--- config.mk ---
export PLATFORM = sky130hd
export DESIGN_NAME = scs_status_capture
export DESIGN_NICKNAME = d
export VERILOG_FILES = /design/src/design/scs_pkg.sv /design/src/design/scs_status_capture.sv
export SDC_FILE = /design/constraint.sdc
export NUM_CORES = 1
export LEC_CHECK = 0
export BUFFER_PORTS_ARGS = -buffer_cell sky130_fd_sc_hd__buf_2
export CORE_MARGIN = 5
export CORE_UTILIZATION = 56
export DETAILED_ROUTE_END_ITERATION = 10
export GPL_TIMING_DRIVEN = 0
export PLACE_DENSITY = 0.85
export SYNTH_ARGS = -nofsm -noshare
export SYNTH_HDL_FRONTEND = slang
export SYNTH_SLANG_ARGS = --single-unit
--- constraint.sdc ---
create_clock -name CLOCK -period 3.45 [get_ports CLOCK]
set_input_delay 0.345 -clock CLOCK [delete_from_list [all_inputs] [get_ports CLOCK]]
set_output_delay 0.345 -clock CLOCK [all_outputs]
set_load 0.02 [all_outputs]
--- src/design/scs_pkg.sv ---
// constants and types for the receiver channel status capture block
// What this block does
// - channel status bits 27:24 go to register low nibble; reset value 0001.
// - channel status bits 29:28 go to bits 5:4 as clock accuracy; reset 11.
// - decode max-length bit and three-bit length code into a word length.
// - truncate outgoing audio words to the indicated length, zeroing lower bits.
// - truncation bypass set passes audio bits through unmodified.
// - lock-lost flag is 1 while clock recovery is unlocked, 0 when locked.
// - invalid-data flag follows the validity bit of the recovered sub-frame.
// - link error flag set on preamble, parity or biphase-mark violation.
// - channel status bit 1 is exposed as the audio-status flag.
// - non-PCM flag set on burst sync code detection, held until NONPCM_LIMIT frames pass with no new burst, then 0.
// - every flag readable in a status register and on selectable output pins.
// - registers update, with update indication, only at end of changed block.
// - all-zero flag set after 1024 consecutive all-zero frames.
// - combined non-audio flag is non-PCM OR audio-status.
package scs_pkg;
  localparam logic [7:0]  ADDR_FREQ_ACC   = 8'h10;
  localparam logic [7:0]  ADDR_WL_ORIG    = 8'h11;
  localparam logic [7:0]  ADDR_STATUS     = 8'h12;
  localparam logic [7:0]  RST_FREQ_ACC    = 8'h31;
  localparam logic [7:0]  RST_WL_ORIG     = 8'h01;
  localparam int          CS_LO           = 24;
  localparam int          CS_HI           = 39;
  localparam int          CS_AUDIO_BIT    = 1;
  localparam logic [7:0]  CS_LAST_BIT     = 8'hbf;
  localparam logic [15:0] BURST_PA        = 16'hf872;
  localparam logic [15:0] BURST_PB        = 16'h4e1f;
  localparam logic [4:0]  AUDIO_BITS      = 5'h18;
  localparam logic [4:0]  SHORT_OFFSET    = 5'h04;
  localparam logic [10:0] ZERO_FRAMES     = 11'h400;
  localparam int          NONPCM_TIMEOUT  = 4096;
  localparam int          FLAG_COUNT      = 8;

  typedef struct packed {
    logic [23:0] audio;
    logic        validity;
    logic        cs_bit;
    logic        first_a;
    logic        block_start;
    logic        preamble_err;
    logic        parity_err;
    logic        biphase_err;
  } scs_subframe_t;

  typedef struct packed {
    logic status_block_updated;
    logic all_zero_frames_flag;
    logic non_audio;
    logic non_pcm;
    logic audio_status;
    logic link_error_flag;
    logic invalid_data;
    logic lock_lost;
  } scs_flags_t;

  function automatic logic [4:0] scs_word_len(input logic max_sel, input logic [2:0] code);
    logic [4:0] len;
    len = 5'h00;
    unique case (code)
      3'b001:  len = 5'h14;
      3'b010:  len = 5'h16;
      3'b100:  len = 5'h17;
      3'b101:  len = 5'h18;
      3'b110:  len = 5'h15;
      default: len = 5'h00;
    endcase
    if (!max_sel && len != 5'h00) begin
      len = len - SHORT_OFFSET;
    end
    return len;
  endfunction : scs_word_len
endpackage : scs_pkg

--- src/design/scs_status_capture.sv ---
// receiver channel status capture, status flags and audio truncation
`timescale 1ns/1ps
module scs_status_capture
  import scs_pkg::*;
#(
  parameter int NUM_PINS     = 8,
  parameter int NONPCM_LIMIT = NONPCM_TIMEOUT
) (
  // clock and reset
  input  wire logic                    CLOCK,
  input  wire logic                    NRST,
  // recovered receiver data
  input  wire scs_subframe_t           SUBFRAME,
  input  wire logic                    SUBFRAME_STB,
  input  wire logic                    PLL_LOCKED,
  // control
  input  wire logic                    TRUNCATION_BYPASS,
  input  wire logic [NUM_PINS*3-1:0]   PIN_SELECT,
  // register read-back port
  input  wire logic [7:0]              REG_ADDR,
  input  wire logic                    REG_RD,
  input  wire logic                    REG_WR,
  input  wire logic [7:0]              REG_WDATA,
  output logic      [7:0]              REG_RDATA,
  // audio data interface
  output logic      [23:0]             AUDIO_OUT,
  output logic                         AUDIO_OUT_VALID,
  // status
  output scs_flags_t                   FLAGS,
  output logic      [NUM_PINS-1:0]     GENERAL_OUTPUT_PIN
);
  logic [7:0]  rx_cs_freq_accuracy;
  logic [7:0]  rx_cs_wordlen_origfreq;
  logic        audio_status;
  logic [CS_HI:0] cs_acc;
  logic [7:0]  bit_idx;
  logic [10:0] zero_cnt;
  logic        a_zero;
  logic        pa_seen;
  logic [12:0] burst_age;

  wire         is_a        = SUBFRAME_STB && SUBFRAME.first_a;
  wire         is_b        = SUBFRAME_STB && !SUBFRAME.first_a;
  wire [7:0]   next_idx    = SUBFRAME.block_start ? 8'h00 : bit_idx + 8'h01;
  wire         last_bit    = is_a && next_idx == CS_LAST_BIT;
  wire [16:0]  captured    = {cs_acc[CS_HI:CS_LO], cs_acc[CS_AUDIO_BIT]};
  wire [16:0]  stored      = {rx_cs_wordlen_origfreq, rx_cs_freq_accuracy, audio_status};
  wire         update      = last_bit && captured != stored;
  wire         cs_read     = REG_RD && (REG_ADDR == ADDR_FREQ_ACC || REG_ADDR == ADDR_WL_ORIG);
  wire [4:0]   word_len    = scs_word_len(rx_cs_wordlen_origfreq[0],
                                          rx_cs_wordlen_origfreq[3:1]);
  wire [23:0]  keep_mask   = (word_len == 5'h00) ? 24'hffffff
                             : 24'hffffff << (AUDIO_BITS - word_len);
  wire [23:0]  next_audio  = TRUNCATION_BYPASS ? SUBFRAME.audio
                             : SUBFRAME.audio & keep_mask;
  wire         any_err     = SUBFRAME.preamble_err || SUBFRAME.parity_err
                             || SUBFRAME.biphase_err;
  wire         burst_hit   = is_b && pa_seen && SUBFRAME.audio[23:8] == BURST_PB;
  wire         non_pcm_end = is_b && burst_age == 13'(NONPCM_LIMIT);
  wire         next_non_pcm = burst_hit || (FLAGS.non_pcm && !non_pcm_end);
  wire         next_audio_status = update ? captured[0] : audio_status;
  wire         frame_zero  = a_zero && SUBFRAME.audio == 24'h000000;
  wire [7:0]   next_rdata  = (REG_ADDR == ADDR_FREQ_ACC) ? rx_cs_freq_accuracy
                             : (REG_ADDR == ADDR_WL_ORIG) ? rx_cs_wordlen_origfreq
                             : (REG_ADDR == ADDR_STATUS) ? FLAGS : 8'h00;

  // channel status capture
  always_ff @(posedge CLOCK) begin
    if (!NRST) begin
      bit_idx <= 8'h00;
      cs_acc  <= '0;
    end else if (is_a) begin
      bit_idx <= next_idx;
      if (next_idx <= 8'(CS_HI)) begin
        cs_acc[next_idx[5:0]] <= SUBFRAME.cs_bit;
      end
    end
  end

  // read-only capture registers, writes never reach them
  always_ff @(posedge CLOCK) begin
    if (!NRST) begin
      rx_cs_freq_accuracy    <= RST_FREQ_ACC;
      rx_cs_wordlen_origfreq <= RST_WL_ORIG;
      audio_status           <= 1'b0;
    end else if (update) begin
      rx_cs_freq_accuracy    <= captured[8:1];
      rx_cs_wordlen_origfreq <= captured[16:9];
      audio_status           <= captured[0];
    end
  end

  // zero frame and burst sync detection
  always_ff @(posedge CLOCK) begin
    if (!NRST) begin
      a_zero    <= 1'b0;
      zero_cnt  <= 11'h000;
      pa_seen   <= 1'b0;
      burst_age <= 13'h0000;
    end else begin
      if (is_a) begin
        a_zero  <= SUBFRAME.audio == 24'h000000;
        pa_seen <= SUBFRAME.audio[23:8] == BURST_PA;
      end
      if (is_b) begin
        zero_cnt <= !frame_zero ? 11'h000
                    : (zero_cnt == ZERO_FRAMES) ? zero_cnt : zero_cnt + 11'h001;
        burst_age <= burst_hit ? 13'h0000
                     : (burst_age == 13'(NONPCM_LIMIT)) ? burst_age : burst_age + 13'h0001;
      end
    end
  end

  // status flags
  always_ff @(posedge CLOCK) begin
    if (!NRST) begin
      FLAGS <= '0;
    end else begin
      FLAGS.lock_lost <= !PLL_LOCKED;
      if (SUBFRAME_STB) begin
        FLAGS.invalid_data    <= SUBFRAME.validity;
        FLAGS.link_error_flag <= any_err;
      end
      FLAGS.audio_status <= next_audio_status;
      FLAGS.non_pcm      <= next_non_pcm;
      FLAGS.non_audio    <= next_non_pcm || next_audio_status;
      FLAGS.all_zero_frames_flag <= zero_cnt == ZERO_FRAMES;
      if (update) begin
        FLAGS.status_block_updated <= 1'b1;
      end else if (cs_read || (last_bit && !update)) begin
        FLAGS.status_block_updated <= FLAGS.status_block_updated && !cs_read;
      end
    end
  end

  // register read-back and audio output
  always_ff @(posedge CLOCK) begin
    if (!NRST) begin
      REG_RDATA       <= 8'h00;
      AUDIO_OUT       <= 24'h000000;
      AUDIO_OUT_VALID <= 1'b0;
    end else begin
      REG_RDATA       <= REG_RD ? next_rdata : REG_RDATA;
      AUDIO_OUT       <= SUBFRAME_STB ? next_audio : AUDIO_OUT;
      AUDIO_OUT_VALID <= SUBFRAME_STB;
    end
  end

  // selectable output pins
  wire [NUM_PINS-1:0] next_pins;
  for (genvar p = 0; p < NUM_PINS; p++) begin : g_pin
    assign next_pins[p] = FLAGS[PIN_SELECT[p*3 +: 3]];
  end
  always_ff @(posedge CLOCK) begin
    if (!NRST) begin
      GENERAL_OUTPUT_PIN <= '0;
    end else begin
      GENERAL_OUTPUT_PIN <= next_pins;
    end
  end
endmodule : scs_status_capture

=== Word-level counts from Yosys, hierarchy flattened ===
Index checks and enable logic that the tools add are counted.

* Output and inout port bits: 49
* Register bits: 139
* Input bits: 78

* Shifts and indexed selects: 1
* Eq/ne operators: 16
* Reductions and logical operators: 33
* Bitwise operators: 1
* Add/sub/neg operators: 5
* Magnitude comparators: 11
* Multiplexer cells: 34

{| class="wikitable"
|+ Operators by type and width
! cell !! count
|-
| $mux W24 || 2
|-
| $bwmux W40 || 1
|-
| $lt A3 B4 Y1 const B || 8
|-
| $mux W8 || 4
|-
| $mux W13 || 2
|-
| $pmux W5 S5 || 1
|-
| $and A24 B24 Y24 || 1
|-
| $bmux W1 S3 || 8
|-
| $eq A8 B5 Y1 const B || 3
|-
| $logic_not A24 Y1 || 1
|-
| $shl A24 B5 Y24 const A || 1
|-
| $mux W11 || 2
|-
| $ne A17 B17 Y1 || 1
|-
| $eq A16 B15 Y1 const B || 1
|-
| $eq A16 B16 Y1 const B || 1
|-
| $logic_and A1 B1 Y1 || 14
|-
| $add A13 B1 Y13 const B || 1
|-
| $eq A13 B13 Y1 const B || 1
|-
| $mux W1 || 12
|-
| $add A11 B1 Y11 const B || 1
|-
| $eq A11 B11 Y1 const B || 1
|-
| $eq A3 B3 Y1 const B || 3
|-
| $add A8 B1 Y8 const B || 1
|-
| $eq A8 B8 Y1 const B || 1
|-
| other kinds (16) || 29
|}

=== Logic depth before layout (Yosys ltp) ===
Gate-level depths: netlist of the first run.

* Word-level depth: 10
* Depth in mapped cells: 10
* Depth with buffers taken out: 9

=== Least setup slack after synthesis of the first run ===
OpenSTA, ideal clock, no wires.

* Path type: flip-flop to flip-flop
* From: reg rx_cs_wordlen_origfreq[1]
* To: reg AUDIO_OUT[1]
* Setup time: 0.061 ns
* Arrival: 2.545 ns
* Path buffers: 1
* Required time: 3.389 ns
* Setup slack: 0.844 ns
* Cell stages (with the launch flop): 11
* Cells stage by stage: dfxtp_1 buf_6 nor2b_1 nand2_1 ha_1 or2_2 a21boi_0 nor3_4 xnor2_2 a221oi_4 a32o_1

* Word-level cells in the longest chain between the ends: 10
* Elaborated cells on any way between the ends: 16
* Classes of those cells: 2 x add/sub; 5 x eq/ne; 1 x shift; 4 x mux; 1 x bitwise; 3 x reduce/logical

{| class="wikitable"
|+ Ends and longest elaborated chain
! what !! RTL line !! source
|-
| from (decl) || scs_status_capture.sv:33 || <nowiki>logic [7:0] rx_cs_wordlen_origfreq;</nowiki>
|-
| from (signal assigned) || scs_status_capture.sv:88 || <nowiki>rx_cs_wordlen_origfreq <= captured[16:9];</nowiki>
|-
| $eq A3 B3 Y1, or another cell as far along || scs_pkg.sv:60 || <nowiki>unique case (code)</nowiki>
|-
| $pmux W5 S5 * || scs_pkg.sv:60 ||
|-
| branches (longest 2 deep; another with $sub A5 B3 Y5) || n/a ||
|-
| $mux W5 * || scs_pkg.sv:68 || <nowiki>if (!max_sel && len != 5'h00) begin</nowiki>
|-
| $sub A5 B5 Y5 || scs_status_capture.sv:53 || <nowiki>: 24'hffffff << (AUDIO_BITS - word_len);</nowiki>
|-
| $shl A24 B5 Y24 || scs_status_capture.sv:53 ||
|-
| $mux W24 * || scs_status_capture.sv:52 || <nowiki>wire [23:0] keep_mask = (word_len == 5'h00) ? 24'hffffff</nowiki>
|-
| $and A24 B24 Y24 * || scs_status_capture.sv:55 || <nowiki>: SUBFRAME.audio & keep_mask;</nowiki>
|-
| $mux W24 * || scs_status_capture.sv:54 || <nowiki>wire [23:0] next_audio = TRUNCATION_BYPASS ? SUBFRAME.audio</nowiki>
|-
| to (signal assigned) || scs_status_capture.sv:144 || <nowiki>AUDIO_OUT <= SUBFRAME_STB ? next_audio : AUDIO_OUT;</nowiki>
|-
| to (decl) || scs_status_capture.sv:26 || <nowiki>output logic [23:0] AUDIO_OUT,</nowiki>
|}

Mark *: on every way between the ends.
A chain may end at the register's enable or synchronous reset.

=== Worst setup path after layout of the first run ===
* From: reg rx_cs_wordlen_origfreq[1]
* To: reg AUDIO_OUT[20]

Same word-level chain as after synthesis.

==> results.md, run 1 <==
- Worst Path Arrival: between 3000 and 4000 ps
- Leak: about 3 nW
- CP delay by family, top: simple AND/OR/NAND/NOR gates
- Postcts setup bufs: 0
- PD cells: 453.6 nW/um^2
- Initial DRT Pass Iterations: 5
- Clock root buffer: clkbuf_16
- Worst setup SP type: register
- Final GP Congestion: around 0.94
- Core Area: approximately 11000 um^2
- Initial antenna violation count: 0
- Reg2reg end: AUDIO_OUT[20]
- Main synth FF type: dfxtp_1
- Layout cells sized above 1: a little under a quarter
- Final nets: ~910
- TritonCTS Buffers: 17
- Synth top area share: between 30% and 40%
- Initial Util: 56.48%
- Post-synthesis sequential area ratio: approximately 36%
- Clock slew at reported path FFs: ~60 ps
- RR Startpoint: rx_cs_wordlen_origfreq[1]
- Row cnt: 39
- Die Ht: 116.9 um
- Placed cells: around 950
- Final Critical Period: between 3000 and 4000 ps
- I/O pin cnt: ~130
- Worst Slack Setup Final: 243.9 ps
- Slowest stage cell, crit path: a21boi_0
- Crit-path max cell delay: between 400 and 500 ps
- Relative slew margins: around 53%
- Post-synthesis net count: 781
- Worst Clk Skew: ~6.1 ps
- Global-route wire length before repair: around 27 mm
- Worst-margin pin slew: a little over 700 ps
- Final period utilization: 92.93%
- Syn avg cell area: 9.186 um^2
- Maximum clock path buffer count: 2
- Max FO, Critical Path: 10
- WP buf/inv: 1
- Hold Slack: about 98 ps
- TritonCTS clock tree: yes
- Tot Pwr: about 3.5 mW
- Final setup violation count: 0
- Worst r2r path cells: 10
- Synth area leaders: dfxtp_1, mux2i_1, mux4_2, xnor2_1, nor2b_1
- Largest area contributor in the netlist: dfxtp_1
- Worst-Skew Late Latency: roughly 420 ps
- Crit path required time: approximately 3800 ps
- Vias in the first global route: ~5700
- Routed wire per std cell: around 18 um
- Setup CP Type: reg -> reg
- Final hold violations: 0
- Synth async-reset ratio: 0%
- Die area: ~14000 um^2
- GRT Resource Usage Total: about a quarter
- Layout area overhead: 21.43%
- H-tree depth: 4
- Drt total wl: approximately 18 mm
- # Max-Cap Violations: 0
- I/O Buffers: around 110
- EDFF count, synth: 0
- Syn Inst Count: between 600 and 700
- RSZ-0062 raised after global routing: no
- Setup TNS: 0 ps
- Antenna diodes: 0
- Most common cell after layout, fill and taps aside: buf_2
- Register bit total from synthesis: ~120
- Post-cts hold buffer count: 0
- Finished Layout Cells: between 900 and 1000
- CTS sink cnt: about 120
- Mapped cell area: between 6000 and 7000 um^2
- Initial DRC count: 590
- Pre-CTS setup slack: 360.7 ps
- Residual DRC: 0
- DP Wirelength: ~13 mm
- Ys Warns: 0
- DR vias: 5868
- Status: finished, final reports clean
- Most frequent cells in the layout: buf_2, dfxtp_1, nand2_1
- Overflow after GRT: 0
- Setup slack, reg-to-reg: approximately 240 ps
- DIE WIDTH: between 100 and 150 um
- HP Start: PLL_LOCKED
- Drt via density: just under 6
- Yosys cell types: 76
- Worst Hold Path EP: FLAGS[0]
- Final Max Slew Viols: 0
- Peak supply drop: 0.4620 mV
- CP Cell Sequence: buf_6 -> nor2b_1 -> nand2_1 -> ha_1 -> or2_2 -> a21boi_0 -> o32ai_1 -> xnor2_1 -> nand4_1 -> a32o_1
- Post-route ant nets: 0
- Worst Hold Class: in -> reg
- Largest net degree at the start of global routing: 17
- F_max: 311.9 MHz
- Hold path cells: 2
- CP endpoint kind: register
- PostCTS Resize Cnt: 0
-- cell type report --
cell class                 count  area (um^2)
multi-input combinational    519         3795
inverter                      20        75.07
buffer                        41        201.4
clock inverter                15        205.2
timing repair buffer         112        560.5
sequential                   116         2322
clock buffer                  17        425.4
tap                          143        178.9
fill                         886         3557
-- where the power goes --
part	switching [mW]	internal, mW
Clock	0.666	1.21
Combinational	0.155	0.106
Sequential	0.0196	1.37
Total	0.840	2.68
-- worst max-delay path by stage --
stage | from | end | slack, ps | depth (start not counted)
5_1_grt | rx_cs_wordlen_origfreq[1] | AUDIO_OUT[20] | 20 | 10
3_3_place_gp | rx_cs_wordlen_origfreq[1] | AUDIO_OUT[20] | 360 | 10
6_report | rx_cs_wordlen_origfreq[1] | AUDIO_OUT[20] | 240 | 10
4_1_cts | rx_cs_wordlen_origfreq[1] | AUDIO_OUT[20] | 320 | 10
3_5_place_dp | rx_cs_wordlen_origfreq[1] | AUDIO_OUT[4] | 360 | 10
2_1_floorplan | rx_cs_wordlen_origfreq[1] | AUDIO_OUT[1] | 840 | 10
-- flip-flops by register name, indices dropped and copies added, names as in the netlist --
register and cells:
AUDIO_OUT 24, cs_acc 17, burst_age 13, zero_cnt 11
FLAGS 8, GENERAL_OUTPUT_PIN 8, REG_RDATA 8, bit_idx 8
rx_cs_freq_accuracy 8, rx_cs_wordlen_origfreq 8, AUDIO_OUT_VALID 1, a_zero 1
pa_seen 1
-- routing by layer --
metal / routed length (um) / global-route usage, %
met1: 7170 / 31.55
met2: 8913 / 43.88
met3: 1032 / 5.964
met4: 387 / 10.78
met5: 0 / 0
-- cells by family (layout without fill, tap and decap cells) --
logic type               count (synthesis)  after routing  synth area share (%)
AO/OA/AOI/OAI                          126            126                 14.85
flip-flops                             116            116                 36.32
multiplexers                            63             63                 12.99
XOR/XNOR                                43             43                 6.125
adder cells (fa/ha/maj)                  8              8                 1.526
AND/OR/NAND/NOR                        279            279                 23.86
buffers and inverters                   61            205                 4.325
-- metrics by stage --
step | util (%) | cell area (um^2)
after floorplan | - | 6394
after CTS | 68.58 | 7764
after detailed placement | 63.01 | 7133
final | 68.58 | 7764
after global routing | 68.58 | 7764
after global placement | 63.01 | 7133
-- cells in the mapped netlist, types with 13 or more instances --
cell / n
a21boi_0: 14
a21oi_1: 14
and2_1: 17
clkbuf_1: 24
dfxtp_1: 116
inv_1: 18
mux2i_1: 47
mux4_2: 16
nand2_1: 63
nand3_1: 14
nand4_1: 15
nor2_1: 49
nor2b_1: 39
nor3_1: 15
nor4_1: 13
o21ai_0: 20
xnor2_1: 31
Note: power is estimated with default switching activity, not from simulation.
==> inputs of run 2 (changes only) <==
--- a/config.mk
+++ b/config.mk
@@ -6,7 +6,6 @@
 export NUM_CORES = 1
 export LEC_CHECK = 0
 export BUFFER_PORTS_ARGS = -buffer_cell sky130_fd_sc_hd__buf_2
-export CORE_MARGIN = 5
 export CORE_UTILIZATION = 56
 export DETAILED_ROUTE_END_ITERATION = 10
 export GPL_TIMING_DRIVEN = 0
==> run 2 against run 1 <==
Net effect:
- power rose by 0.35%
- die area fell by 13%
- final area hardly changed
- maximum frequency shrank 1.3%
- global-route usage rose by 4.3 points
- worst hold slack lost 7.4 ps
- combinational power hardly changed
- sequential share of layout area hardly changed
- via count is 0.84% higher
- setup slack worse by 42 ps
==> results.md, run 2 (synthesized netlist as in run 1, its figures left out) <==
- TritonCTS Buffers: 17 (unchanged)
- Setup TNS: 0 ps (unchanged)
- Leak: 3.023 nW (+0.13%)
- Tot Pwr: 3.534 mW (+0.35%)
- Status: finished, final reports clean
- Fill cell count: 814 (-8.1%)
- Worst-Skew Late Latency: 420 ps (about the same)
- Max FO, Critical Path: 10 (unchanged)
- Routed wire per std cell: 17.94 um (+0.78%)
- Layout area overhead: 21.39% (about the same)
- Peak supply drop: 0.3762 mV (-19%)
- Register Area: 2322 um^2 (unchanged)
- Core Area: 10980 um^2 (-3.0%)
- Largest net degree at the start of global routing: 17 (unchanged)
- Maximum clock path buffer count: 2 (unchanged)
- Worst Hold Class: in -> reg
- Top reg by flops: AUDIO_OUT
- Finished Layout Cells: 980 (-0.31%)
- Reg2reg end: AUDIO_OUT[6]
- Worst r2r path cells: 10 (unchanged)
- Worst Path Arrival: 3610 ps (+90 ps)
- Max FFs per register: 24 (unchanged)
- Setup CP Type: reg -> reg
- Cell Area, Placed: 7129 um^2 (about the same)
- Initial DRC count: 434 (-26%)
- H-tree depth: 4 (unchanged)
- Worst Hold Path EP: FLAGS[0]
- Final period utilization: 94.15% (+1.2 points)
- Post-route ant nets: 0 (unchanged)
- Post-route cell area: 7761 um^2 (about the same)
- # Max-Cap Violations: 0 (unchanged)
- DP Wirelength: 12.65 mm (+1.1%)
- Post-cts hold buffer count: 0 (unchanged)
- I/O Buffers: 112 (unchanged)
- Final setup violation count: 0 (unchanged)
- Final GP Congestion: 0.9394 (about the same)
- Die Ht: 108.9 um (-6.8%)
- Drt total wl: 17.59 mm (+0.47%)
- Worst-margin pin slew: 647.6 ps (-59.90 ps)
- Final nets: 912 (unchanged)
- Final hold violations: 0 (unchanged)
- GRT Resource Usage Total: 30.08% (+4.3 points)
- I/O pin cnt: 127 (unchanged)
- Crit path required time: 3810 ps (+50 ps)
- Row cnt: 38 (-2.6%)
- Placed cells: 948 (-0.32%)
- Residual DRC: 0 (unchanged)
- CP endpoint kind: register
- Biggest regs: AUDIO_OUT: 24 flops, cs_acc: 17 flops, burst_age: 13 flops
- Most frequent cells in the layout: buf_2, dfxtp_1, nand2_1
- Relative slew margins: 56.67% (+4.2 points)
- Most common cell after layout, fill and taps aside: buf_2
- Initial antenna violation count: 0 (unchanged)
- Vias in the first global route: 5743 (+1.2%)
- Worst setup SP type: register
- Final Max Slew Viols: 0 (unchanged)
- RSZ-0062 raised after global routing: no
- Setup slack, reg-to-reg: 200 ps (-40 ps)
- HP Start: PLL_LOCKED
- Global-route wire length before repair: 27.32 mm (-0.55%)
- Clock slew at reported path FFs: 60 ps (about the same)
- CTS sink cnt: 116 (unchanged)
- Layout cells sized above 1: 23.69% (unchanged)
- PostCTS Resize Cnt: 0 (unchanged)
- Drt via density: 6.038 (+1.1%)
- TritonCTS clock tree: yes
- DR vias: 5917 (+0.84%)
- DIE WIDTH: 108.9 um (-6.8%)
- Initial DRT Pass Iterations: 5 (unchanged)
- Overflow after GRT: 0 (unchanged)
- PD cells: 455.4 nW/um^2 (+0.38%)
- Die area: 11850 um^2 (-13%)
- Hold path cells: 2 (unchanged)
- Antenna diodes: 0 (unchanged)
- Postcts setup bufs: 0 (unchanged)
- Clock root buffer: clkbuf_16
- Worst Clk Skew: 7.377 ps (+1.251 ps)
- RR Startpoint: rx_cs_wordlen_origfreq[1]
- Final Critical Period: 3248 ps (+41.87 ps)
- F_max: 307.9 MHz (-1.3%)
- Initial Util: 58.21% (+1.7 points)
- Area of the multi-input gates: 3795 um^2 (unchanged)
run 2: changes by cell type in the layout (fill, tap and decap cells not counted), sizes merged:
cell,delta
clkinv,+1
clkinvlp,-1
run 2: worst max-delay path, cell delays in order (launching register included):
cell and delay (ps):
dfxtp_1 380, buf_6 160, nor2b_1 310, nand2_1 160, ha_1 430, nor2b_1 210, nor3_1 100, nor2_1 520
nor2_1 160, a221oi_4 510, a32o_1 240
run 2: cell type report:
class | count | area share [%]
multi-input combinational | 519 | 48.90
sequential | 116 | 29.92
timing repair buffer | 112 | 7.222
clock buffer | 17 | 5.481
clock inverter | 15 | 2.660
buffer | 41 | 2.596
tap | 140 | 2.257
inverter | 20 | 0.9673
run 2: worst max path at each step:
stage,cells past startpoint,slack [ps],to,from
2_1_floorplan,10,840,AUDIO_OUT[1],rx_cs_wordlen_origfreq[1]
3_3_place_gp,10,500,AUDIO_OUT[12],rx_cs_wordlen_origfreq[1]
3_5_place_dp,10,360,AUDIO_OUT[6],rx_cs_wordlen_origfreq[1]
4_1_cts,10,250,AUDIO_OUT[6],rx_cs_wordlen_origfreq[1]
5_1_grt,10,90,AUDIO_OUT[12],rx_cs_wordlen_origfreq[1]
6_report,10,200,AUDIO_OUT[6],rx_cs_wordlen_origfreq[1]
run 2: power by group:
group          internal [mW]  total (mW)  switching, mW
Combinational          0.107       0.261          0.155
Clock                   1.21        1.89          0.676
Sequential              1.37        1.38         0.0196
run 2: per-stage QoR:
stage | setup WS (ps) | utilization [%] | hold WS (ps)
finish | 202.0 | 70.67 | 90.26
global route | 85.23 | 70.67 | 81.45
CTS | 253.8 | 70.67 | 82.04
detailed placement | 360.1 | 64.91 | 446.4
global placement | 502.4 | 64.91 | 440.2
floorplan | 844.0 | - | 416.6
run 2: routing by layer:
| metal | share of wire [%] | up-vias | wire length (um) | GRT usage, % |
|---|---|---|---|---|
| met2 | 51 | 225 | 8955 | 51.13 |
| met5 | 0 | - | 0 | 0 |
| met4 | 2.4 | 0 | 417 | 13.51 |
| met1 | 40 | 2850 | 7063 | 35.68 |
| met3 | 6.5 | 43 | 1150 | 7.651 |
| li1 | - | 2799 | - | - |
